===== config.mk =====
export PLATFORM = sky130hd
export DESIGN_NAME = ttsm_top
export DESIGN_NICKNAME = d
export VERILOG_FILES = /design/src/hdl/ttsm_pkg.sv /design/src/hdl/ttsm_sync.sv /design/src/hdl/ttsm_top.sv
export SDC_FILE = /design/constraint.sdc
export NUM_CORES = 1
export LEC_CHECK = 0
export BUFFER_PORTS_ARGS = -buffer_cell sky130_fd_sc_hd__buf_2
export CAP_MARGIN = 20
export CORE_MARGIN = 4
export CORE_UTILIZATION = 45
export DETAILED_ROUTE_END_ITERATION = 6
export PLACE_DENSITY = 0.76
export SETUP_SLACK_MARGIN = 0.2
export SYNTH_ARGS = -nofsm -noshare
export SYNTH_HDL_FRONTEND = slang
export SYNTH_SLANG_ARGS = --single-unit
export TNS_END_PERCENT = 50

===== constraint.sdc =====
create_clock -name hclk -period 2.2 [get_ports hclk]
set_input_delay 0.11 -clock hclk [delete_from_list [all_inputs] [get_ports hclk]]
set_output_delay 0.11 -clock hclk [all_outputs]
set_load 0.01 [all_outputs]

===== src/hdl/ttsm_pkg.sv =====
// package: constants and types for the tape transport select/motion block
package ttsm_pkg;
  localparam int UNITS_N      = 8;
  localparam int UNIT_W       = 3;
  localparam int DATA_N       = 3;
  localparam int MARK_W       = 6;
  // register byte offsets
  localparam logic [7:0] CTRL_OFS   = 8'h00;
  localparam logic [7:0] STAT_OFS   = 8'h04;
  localparam logic [7:0] WDATA_OFS  = 8'h08;
  localparam logic [7:0] RDATA_OFS  = 8'h0C;
  localparam logic [7:0] MARK_OFS   = 8'h10;
  // control field positions
  localparam int CTRL_UNIT_LSB = 0;
  localparam int CTRL_REMOTE   = 3;
  localparam int CTRL_WPROT    = 4;
  // reset values
  localparam logic [31:0] CTRL_RST  = 32'h0000_0000;
  localparam logic [2:0]  DATA_RST  = 3'h0;
  typedef enum logic [1:0] {
    TTSM_IDLE,
    TTSM_FWD,
    TTSM_REV
  } ttsm_motion_t;
endpackage : ttsm_pkg


===== src/hdl/ttsm_sync.sv =====
// module: two-flop synchroniser, edge finder for link-side inputs
`timescale 1ns/100ps
`default_nettype none
module ttsm_sync
#(
  parameter int W = 1
)
(
  input  wire logic         hclk,
  input  wire logic         hresetn,
  input  wire logic [W-1:0] async_in,
  output logic      [W-1:0] sync_out,
  output logic      [W-1:0] rise,
  output logic      [W-1:0] fall
);
  logic [W-1:0] meta_q;
  logic [W-1:0] sync_q;
  logic [W-1:0] prev_q;

  always_ff @(posedge hclk or negedge hresetn)
  begin
    if (!hresetn)
    begin
      meta_q <= '0;
      sync_q <= '0;
      prev_q <= '0;
    end
    else
    begin
      meta_q <= async_in;
      sync_q <= meta_q;
      prev_q <= sync_q;
    end
  end

  assign sync_out = sync_q;
  assign rise     = sync_q & ~prev_q;
  assign fall     = ~sync_q & prev_q;
endmodule // ttsm_sync
`default_nettype wire


===== src/hdl/ttsm_top.sv =====
// module: transport-side select, motion and track logic with AHB-Lite regs
//
// The placing of the registers and the AHB-Lite slave port are this design's own decisions.
`timescale 1ns/100ps
`default_nettype none
module ttsm_top
(
  input  wire logic                         hclk,
  input  wire logic                         hresetn,
  input  wire logic                         hsel,
  input  wire logic [31:0]                  haddr,
  input  wire logic [1:0]                   htrans,
  input  wire logic                         hwrite,
  input  wire logic [2:0]                   hsize,
  input  wire logic                         hready,
  input  wire logic [31:0]                  hwdata,
  output logic      [31:0]                  hrdata,
  output logic                              hreadyout,
  output logic                              hresp,
  input  wire logic [ttsm_pkg::UNITS_N-1:0] select_n,
  input  wire logic                         motion_request,
  input  wire logic                         halt_request,
  input  wire logic                         forward_request,
  input  wire logic                         backward_request,
  input  wire logic                         clock_track,
  input  wire logic                         marker_track,
  input  wire logic [ttsm_pkg::DATA_N-1:0]  data_in,
  output logic      [ttsm_pkg::DATA_N-1:0]  data_out,
  output logic      [ttsm_pkg::DATA_N-1:0]  data_oe_n,
  output logic                              select_echo,
  output logic                              write_echo,
  output logic                              remote_lamp,
  output logic                              forward_run,
  output logic                              reverse_run,
  output logic                              timing_phase_load,
  output logic                              timing_phase_toggle
);
  import ttsm_pkg::*;

  // synchronised link inputs
  logic [UNITS_N-1:0] sel_s;
  logic [3:0]         cmd_s;
  logic               tt_s;
  logic               tt_rise;
  logic               tt_fall;
  logic               mt_s;
  logic [DATA_N-1:0]  din_s;

  ttsm_sync #(.W(UNITS_N)) u_sel
  (
    .hclk     (hclk),
    .hresetn  (hresetn),
    .async_in (~select_n),
    .sync_out (sel_s),
    .rise     (),
    .fall     ()
  );

  ttsm_sync #(.W(4)) u_cmd
  (
    .hclk     (hclk),
    .hresetn  (hresetn),
    .async_in ({motion_request, halt_request,
                forward_request, backward_request}),
    .sync_out (cmd_s),
    .rise     (),
    .fall     ()
  );

  ttsm_sync #(.W(1)) u_tt
  (
    .hclk     (hclk),
    .hresetn  (hresetn),
    .async_in (clock_track),
    .sync_out (tt_s),
    .rise     (tt_rise),
    .fall     (tt_fall)
  );

  ttsm_sync #(.W(1 + DATA_N)) u_trk
  (
    .hclk     (hclk),
    .hresetn  (hresetn),
    .async_in ({marker_track, data_in}),
    .sync_out ({mt_s, din_s}),
    .rise     (),
    .fall     ()
  );

  logic go_s;
  logic halt_s;
  logic fwd_s;
  logic rev_s;
  assign go_s   = cmd_s[3];
  assign halt_s = cmd_s[2];
  assign fwd_s  = cmd_s[1];
  assign rev_s  = cmd_s[0];

  // software registers
  logic [31:0]       ctrl_q;
  logic [DATA_N-1:0] wdata_q;
  logic [DATA_N-1:0] rdata_q;
  logic [MARK_W-1:0] mark_q;
  logic [UNIT_W-1:0] unit_number_switch;
  logic              remote_sw;
  logic              write_protect_switch;
  assign unit_number_switch   = ctrl_q[CTRL_UNIT_LSB +: UNIT_W];
  assign remote_sw            = ctrl_q[CTRL_REMOTE];
  assign write_protect_switch = ctrl_q[CTRL_WPROT];

  logic address_match;
  assign address_match = sel_s[unit_number_switch];

  logic selected;
  logic head_connect;
  assign selected     = address_match & remote_sw;
  assign head_connect = selected;

  logic write_permit_internal;
  assign write_permit_internal = head_connect & ~write_protect_switch;

  // motion state
  logic         motion_state;
  logic         direction_state;
  ttsm_motion_t mstate_q;

  always_ff @(posedge hclk or negedge hresetn)
  begin
    if (!hresetn)
      mstate_q <= TTSM_IDLE;
    else
    begin
      case (mstate_q)
        TTSM_IDLE:
        begin
          if (selected && go_s && !halt_s && fwd_s && !rev_s)
            mstate_q <= TTSM_FWD;
          else if (selected && go_s && !halt_s && rev_s && !fwd_s)
            mstate_q <= TTSM_REV;
        end
        TTSM_FWD, TTSM_REV:
        begin
          if (!go_s || halt_s || !remote_sw)
            mstate_q <= TTSM_IDLE;
          else if (selected && rev_s && !fwd_s)
            mstate_q <= TTSM_REV;
          else if (selected && fwd_s && !rev_s)
            mstate_q <= TTSM_FWD;
        end
        default:
          mstate_q <= TTSM_IDLE;
      endcase
    end
  end

  assign motion_state    = (mstate_q != TTSM_IDLE);
  assign direction_state = (mstate_q == TTSM_FWD);

  // run the reel for the direction of motion, other reel drags
  always_ff @(posedge hclk or negedge hresetn)
  begin
    if (!hresetn)
    begin
      forward_run <= 1'b0;
      reverse_run <= 1'b0;
    end
    else
    begin
      forward_run <= motion_state & direction_state;
      reverse_run <= motion_state & ~direction_state;
    end
  end

  always_ff @(posedge hclk or negedge hresetn)
  begin
    if (!hresetn)
    begin
      select_echo <= 1'b0;
      write_echo  <= 1'b0;
      remote_lamp <= 1'b0;
    end
    else
    begin
      select_echo <= selected;
      write_echo  <= write_permit_internal;
      remote_lamp <= head_connect;
    end
  end

  // timing phases from clock track edges
  always_ff @(posedge hclk or negedge hresetn)
  begin
    if (!hresetn)
    begin
      timing_phase_load   <= 1'b0;
      timing_phase_toggle <= 1'b0;
    end
    else
    begin
      timing_phase_load   <= tt_rise;
      timing_phase_toggle <= tt_fall;
    end
  end

  // write buffers; load and toggle
  logic [DATA_N-1:0] wbuf_q;
  always_ff @(posedge hclk or negedge hresetn)
  begin
    if (!hresetn)
      wbuf_q <= DATA_RST;
    else if (tt_rise)
      wbuf_q <= wdata_q;
    else if (tt_fall)
      wbuf_q <= ~wbuf_q;
  end

  // head drive per track, only connected and permitted
  genvar gi;
  generate
    for (gi = 0; gi < DATA_N; gi++)
    begin : g_trk
      always_ff @(posedge hclk or negedge hresetn)
      begin
        if (!hresetn)
        begin
          data_out[gi]  <= 1'b0;
          data_oe_n[gi] <= 1'b1;
        end
        else
        begin
          data_out[gi]  <= wbuf_q[gi];
          data_oe_n[gi] <= ~(write_permit_internal & motion_state);
        end
      end
    end
  endgenerate

  // read sample on toggle; mark shift
  always_ff @(posedge hclk or negedge hresetn)
  begin
    if (!hresetn)
    begin
      rdata_q <= DATA_RST;
      mark_q  <= '0;
    end
    else if (tt_fall)
    begin
      if (head_connect)
        rdata_q <= din_s;
      mark_q <= {mark_q[MARK_W-2:0], mt_s};
    end
  end

  // ahb-lite slave, zero wait state
  logic        ph_wr_q;
  logic        ph_rd_q;
  logic [7:0]  ph_addr_q;
  logic        take;
  assign take = hsel & hready & htrans[1];

  always_ff @(posedge hclk or negedge hresetn)
  begin
    if (!hresetn)
    begin
      ph_wr_q   <= 1'b0;
      ph_rd_q   <= 1'b0;
      ph_addr_q <= 8'h00;
    end
    else
    begin
      ph_wr_q   <= take & hwrite;
      ph_rd_q   <= take & ~hwrite;
      ph_addr_q <= haddr[7:0];
    end
  end

  always_ff @(posedge hclk or negedge hresetn)
  begin
    if (!hresetn)
    begin
      ctrl_q  <= CTRL_RST;
      wdata_q <= DATA_RST;
    end
    else if (ph_wr_q)
    begin
      if (ph_addr_q == CTRL_OFS)
        ctrl_q <= {27'h0, hwdata[4:0]};
      if (ph_addr_q == WDATA_OFS)
        wdata_q <= hwdata[DATA_N-1:0];
    end
  end

  logic [31:0] rd_mux;
  always_comb
  begin
    case (haddr[7:0])
      CTRL_OFS:  rd_mux = ctrl_q;
      STAT_OFS:  rd_mux = {25'h0, tt_s, mt_s, write_permit_internal,
                           direction_state, motion_state, head_connect,
                           selected};
      WDATA_OFS: rd_mux = {29'h0, wdata_q};
      RDATA_OFS: rd_mux = {29'h0, rdata_q};
      MARK_OFS:  rd_mux = {26'h0, mark_q};
      default:   rd_mux = 32'h0000_0000;
    endcase
  end

  always_ff @(posedge hclk or negedge hresetn)
  begin
    if (!hresetn)
      hrdata <= 32'h0000_0000;
    // captured at the address phase so it stands in the data phase
    else if (take & ~hwrite)
      hrdata <= rd_mux;
  end

  assign hreadyout = ~ph_rd_q | 1'b1;
  assign hresp     = 1'b0;
endmodule // ttsm_top
`default_nettype wire


== Word-level counts from Yosys, hierarchy flattened ==
Cells that the tools add are included.

* Register bits: 108
* Bits of input ports: 91
* Output and inout port bits: 47
* Word-level logic and storage cells: 95

* $lt $le $gt $ge: 1
* Equal/unequal tests: 9
* Muxes and demuxes: 11
* Bitwise logic cells: 19
* Reductions and logical operators: 27

{| class="wikitable"
|+ Operators by type and width
! kind !! number
|-
| 7-bit case mux with 5 select lines || 1
|-
| 8-bit by 4-bit equality test with 1-bit output (second input constant) || 3
|-
| 8-bit zero test || 2
|-
| 1-bit AND || 11
|-
| 1-bit logical AND || 10
|-
| 2-bit two-way mux || 5
|-
| 8-bit by 3-bit equality test with 1-bit output (second input constant) || 1
|-
| 8-bit by 5-bit equality test with 1-bit output (second input constant) || 1
|-
| 8-bit inverter || 1
|-
| 2-bit AND reduction || 4
|-
| 3-bit two-way mux || 2
|-
| 1-bit inverter || 6
|-
| 1-bit zero test || 5
|-
| 3-bit by 4-bit less-than comparator with 1-bit output (second input constant) || 1
|-
| 4-bit inequality test (second input constant) || 1
|-
| 2-bit case mux with 2 select lines || 1
|-
| 2-bit nonzero test || 2
|-
| 1-bit binary-select mux with 3-bit select || 1
|-
| 3-bit inequality test (second input constant) || 1
|-
| 3-bit inverter || 1
|-
| 2-bit by 1-bit equality test with 1-bit output (second input constant) || 1
|-
| 2-bit equality test (second input constant) || 1
|-
| 2-bit zero test || 1
|-
| 1-bit logical OR || 2
|-
| other kinds (2) || 2
|}

== Depth between registers and ports, before layout ==
* Depth in word-level cells: 10
* Gate-level depth with buffers: 7
* Mapped depth without buffers: 7

== Hierarchy ==
A second synthesis with hierarchy kept.

* Cells, all modules: 283
* Area, all modules: 3878.7 um^2

{| class="wikitable"
|+ By module, submodules not included
! module !! times used !! cells each !! area an instance (um^2) !! sequential area each (um^2)
|-
| ttsm_top || 1 || 198 || 2307.2 || 1202.4
|-
| ttsm_sync at u_cmd ... || 2 || 20 || 370.4 || 300.3
|-
| ttsm_sync at u_sel || 1 || 40 || 740.7 || 600.6
|-
| ttsm_sync at u_tt || 1 || 5 || 90.1 || 75.1
|}

== Least setup slack after synthesis ==
OpenSTA, ideal clock, no wires.

* Path type: reg-to-reg
* Start: reg ctrl_q[0]
* End: reg rdata_q[0]
* Arrival: 1.522 ns
* Required time: 2.075 ns
* Setup slack: 0.553 ns
* Stages on the path, launching flop included: 7
* Period minus slack after synthesis: 1.647 ns
* Cells stage by stage: dfrtp_1 -> buf_6 -> mux2_4 -> a2bb2oi_2 -> and3_4 -> nand2_1 -> mux2_2

* Longest elaborated chain between the ends: 4

{| class="wikitable"
|+ RTL lines
! what !! RTL line !! text
|-
| start: declaration || ttsm_top.sv:100 || <nowiki>logic [31:0] ctrl_q;</nowiki>
|-
| start signal: assignment || ttsm_top.sv:287 || <nowiki>ctrl_q <= {27'h0, hwdata[4:0]};</nowiki>
|-
| 1-bit binary-select mux with 3-bit select || ttsm_top.sv:112 || <nowiki>assign address_match = sel_s[unit_number_switch];</nowiki>
|-
| 1-bit two-way mux (implied by the code) || ttsm_top.sv:112 ||
|-
| 1-bit AND || ttsm_top.sv:116 || <nowiki>assign selected = address_match & remote_sw;</nowiki>
|-
| via head_connect || ttsm_top.sv:115 || <nowiki>logic head_connect;</nowiki>
|-
| 2-bit AND reduction (no line) || n/a ||
|-
| end signal: assignment || ttsm_top.sv:249 || <nowiki>rdata_q <= din_s;</nowiki>
|-
| end: declaration || ttsm_top.sv:102 || <nowiki>logic [DATA_N-1:0] rdata_q;</nowiki>
|}

The timed path passes the listed nets, and every way through them passes these cells. The select of a mux whose other input is x is not followed.
A chain may end at the register's enable or synchronous reset.

== Worst setup path after layout ==
* Start: reg ph_addr_q[4]
* End: reg ctrl_q[0]

* Longest elaborated chain between the ends: 2

{| class="wikitable"
|+ RTL lines
! what !! RTL line !! text
|-
| start: declaration || ttsm_top.sv:257 || <nowiki>logic [7:0] ph_addr_q;</nowiki>
|-
| start signal: assignment || ttsm_top.sv:273 || <nowiki>ph_addr_q <= haddr[7:0];</nowiki>
|-
| 8-bit zero test || ttsm_top.sv:286 || <nowiki>if (ph_addr_q == CTRL_OFS)</nowiki>
|-
| 2-bit AND reduction (no line) || n/a ||
|}

No other way between the ends.

==> impl_metrics.ini <==
[yosys]
avgSynthCellArea_um2 = 12.9
async_reset_ff_share_pct = 100
post-synth-top-area-fraction_pct = 62.1
synth_area_mm2 = 0.00330
synth_ff_type = dfrtp_1
synth_seq_cells = 83
synthCells = 255
ys_seq_area_share_pct = 62.9
synth_edf_count = 0
yosysWarnings = 0
yosysTopAreaCell = dfrtp_1
synth_area_leaders = dfrtp_1, buf_4, mux2_2, mux2i_1, ha_1
ys_types = 47

[critical_path]
crit_cells = 4
cp.required_ns = 2.43
worstReg2RegEnd = ctrl_q[0]
crit_type = reg -> reg
r2r_cells = 4
startpoint_type = flop
cp_cell_sequence = nor4b_1 > nand2_1 > nor2_1 > mux2_2
r2r-start = ph_addr_q[4]
path_buf_inv = 0
r2r_setup_slack_ns = 0.33
cp_slowest_cell = nor4b_1
cpPeakStageDelay_ns = 0.53
critPathTopFamily = simple AND/OR/NAND/NOR gates
endpoint_kind = flop
path_max_fanout = 5
arrival_ns = 2.10

[pwr]
ir_drop_mv = 0.387
p_leak_uw = 0.00201
power.density_mw_per_mm2 = 773

[final_layout]
stdcell_area_mm2 = 0.00407
final_common_cell = dfrtp_1
syn_to_final_growth_pct = 23.3
instances_no_fill = 442
drive_above_1_share_pct = 27.5
antennaDiodeCount = 0
fin_util_pct = 58.6
layout.cells.most_common_list = dfrtp_1, buf_2, dlygate4sd3_1
nets = 438

[die]
rows = 30
initial_core_util_pct = 47.5
die_area_mm2 = 0.00877
core-area_mm2 = 0.00694
die_w_um = 93.7
io-pin-count = 138
fp.dieH_um = 93.7

[worst_hold_path]
whs_endpoint = wdata_q[1]
hold_class = in -> reg
hp-start = hwdata[1]
holdPathStages = 2

[route]
routed_via_density = 4.67
firstDrtPassIters = 4
drc = 0
ant_nets = 0
initialDrtViolationCount = 68
routed-via-count = 2066
wire_per_inst_um = 13.6
wirelength_um = 6020

[sta]
fmaxAchievable_mhz = 534
fin_worst_skew_ns = 0.00747
worst-slew-pin-transition_ns = 0.556
drv_slew = 0
period_needed_ns = 1.87
rsz0062_at_grt = no
fin_tns_setup_ns = 0
fin_crit_sh_pct = 85.1
hold_violations = 0
slew_headroom_pct = 62.4
finalSetupViolations = 0
holdWs_ns = 0.0310

[placement]
gp_congestion = 0.847
numPortBuffers = 55
dp.final_hpwl_um = 4010
placed_area_mm2 = 0.00356
placed_cells = 396

[clocking]
clk_pin_slew_ns = 0.08
post_cts_buffers = 0
clockBufferDepth = 2
cts_tree = done
cts_root_buf = clkbuf_8
cts_inserted_buffers = 9
cts.sinks = 83
h-tree-depth = 3
clk_latency_ns = 0.34

[grt]
grt_pass1_vias = 2104
grt_first_pass_wirelength_um = 9700
grt_max_degree = 84
groute.usage.overall_pct = 14.4
gr-total-overflow = 0
antenna_found_initial = 0

[run]
maxCapViolations = 0

[run_status]
status = finished, final reports clean
[where the power goes]
group,internal [uW],total [uW],switching [uW],leakage [uW]
Sequential,1640,1700,61.0,0.00102
Clock,636,1160,519,0.000109
Combinational,145,291,146,0.000880
Total,2420,3150,726,0.00201
[worst max-delay path by stage]
stage | to | start
finish | ctrl_q[0] | ph_addr_q[4]
detailed placement | ctrl_q[0] | ph_addr_q[4]
global route | hrdata[2] | mstate_q[0]
floorplan | rdata_q[0] | ctrl_q[0]
CTS | ctrl_q[0] | ph_addr_q[4]
global placement | ctrl_q[1] | ph_addr_q[4]
[cell usage after synthesis, types with 2 or more instances]
cell and n:
dfrtp_1 82, buf_4 30, nand2_1 18, mux2_2 17
inv_1 16, nor2_1 10, mux2i_1 9, o21ai_0 8
ha_1 6, clkbuf_1 4, nand3_1 4, nor2b_1 4
a21oi_1 3, nor3_1 3, o31ai_1 3, a22o_1 2
a22oi_1 2, and3b_1 2, conb_1 2, nand3b_1 2
nor4b_1 2
[kinds of logic (layout without fill, tap and decap cells)]
group / Yosys count / in the layout / synth area share [%]
flops: 83 / 83 / 62.9
simple gates: 57 / 57 / 9.32
buf+inv: 52 / 118 / 9.59
mux: 28 / 28 / 9.66
compound gates: 26 / 26 / 5.72
fa+ha+maj: 6 / 6 / 2.27
other cells: 2 / 27 / 0.227
xor+xnor: 1 / 1 / 0.265
[flip-flops by register name (all words and copies together) (netlist names), 2 cells and up]
signal,cells
ctrl_q,5
u_trk.meta_q,4
mark_q,6
u_cmd.meta_q,4
rdata_q,3
u_trk.sync_out,4
u_sel.sync_out,8
u_sel.meta_q,8
wbuf_q,3
wdata_q,3
hrdata,7
mstate_q,2
ph_addr_q,8
u_cmd.sync_out,4
data_out,3
[repair_timing]
| action | 4_1_cts | 5_1_grt |
|---|---|---|
| hold endpoints to repair | 111 | 0 |
| resized for setup | 0 | 0 |
| hold buffers | 30 | 0 |
[through the flow]
| stage | power, uW | worst slack, ns |
|---|---|---|
| final | 3150 | 0.328 |
| after floorplan | 1890 | 0.553 |
| after CTS | 3190 | 0.299 |
| after global routing | 3290 | 0.231 |
| after global placement | 1960 | 0.376 |
| after detailed placement | 1980 | 0.317 |
[layer usage]
layer | up-vias | track usage [%] | wire length [um]
met5 | - | 0 | 0
met1 | 1009 | 17.3 | 2590
met2 | 75 | 23.9 | 2920
met3 | 6 | 4.49 | 442
li1 | 976 | - | -
met4 | 0 | 6.02 | 71
[area by class of cell]
| type | count | area [um^2] |
|---|---|---|
| Sequential cell | 83 | 2080 |
| Clock inverter | 7 | 91.3 |
| Timing Repair Buffer | 86 | 598 |
| Clock buffer | 9 | 124 |
| Inverter | 16 | 60.1 |
| Multi-Input combinational cell | 145 | 1000 |
| Tap cell | 96 | 120 |
| Fill cell | 560 | 2870 |
Power figures use the tool's default switching activity.
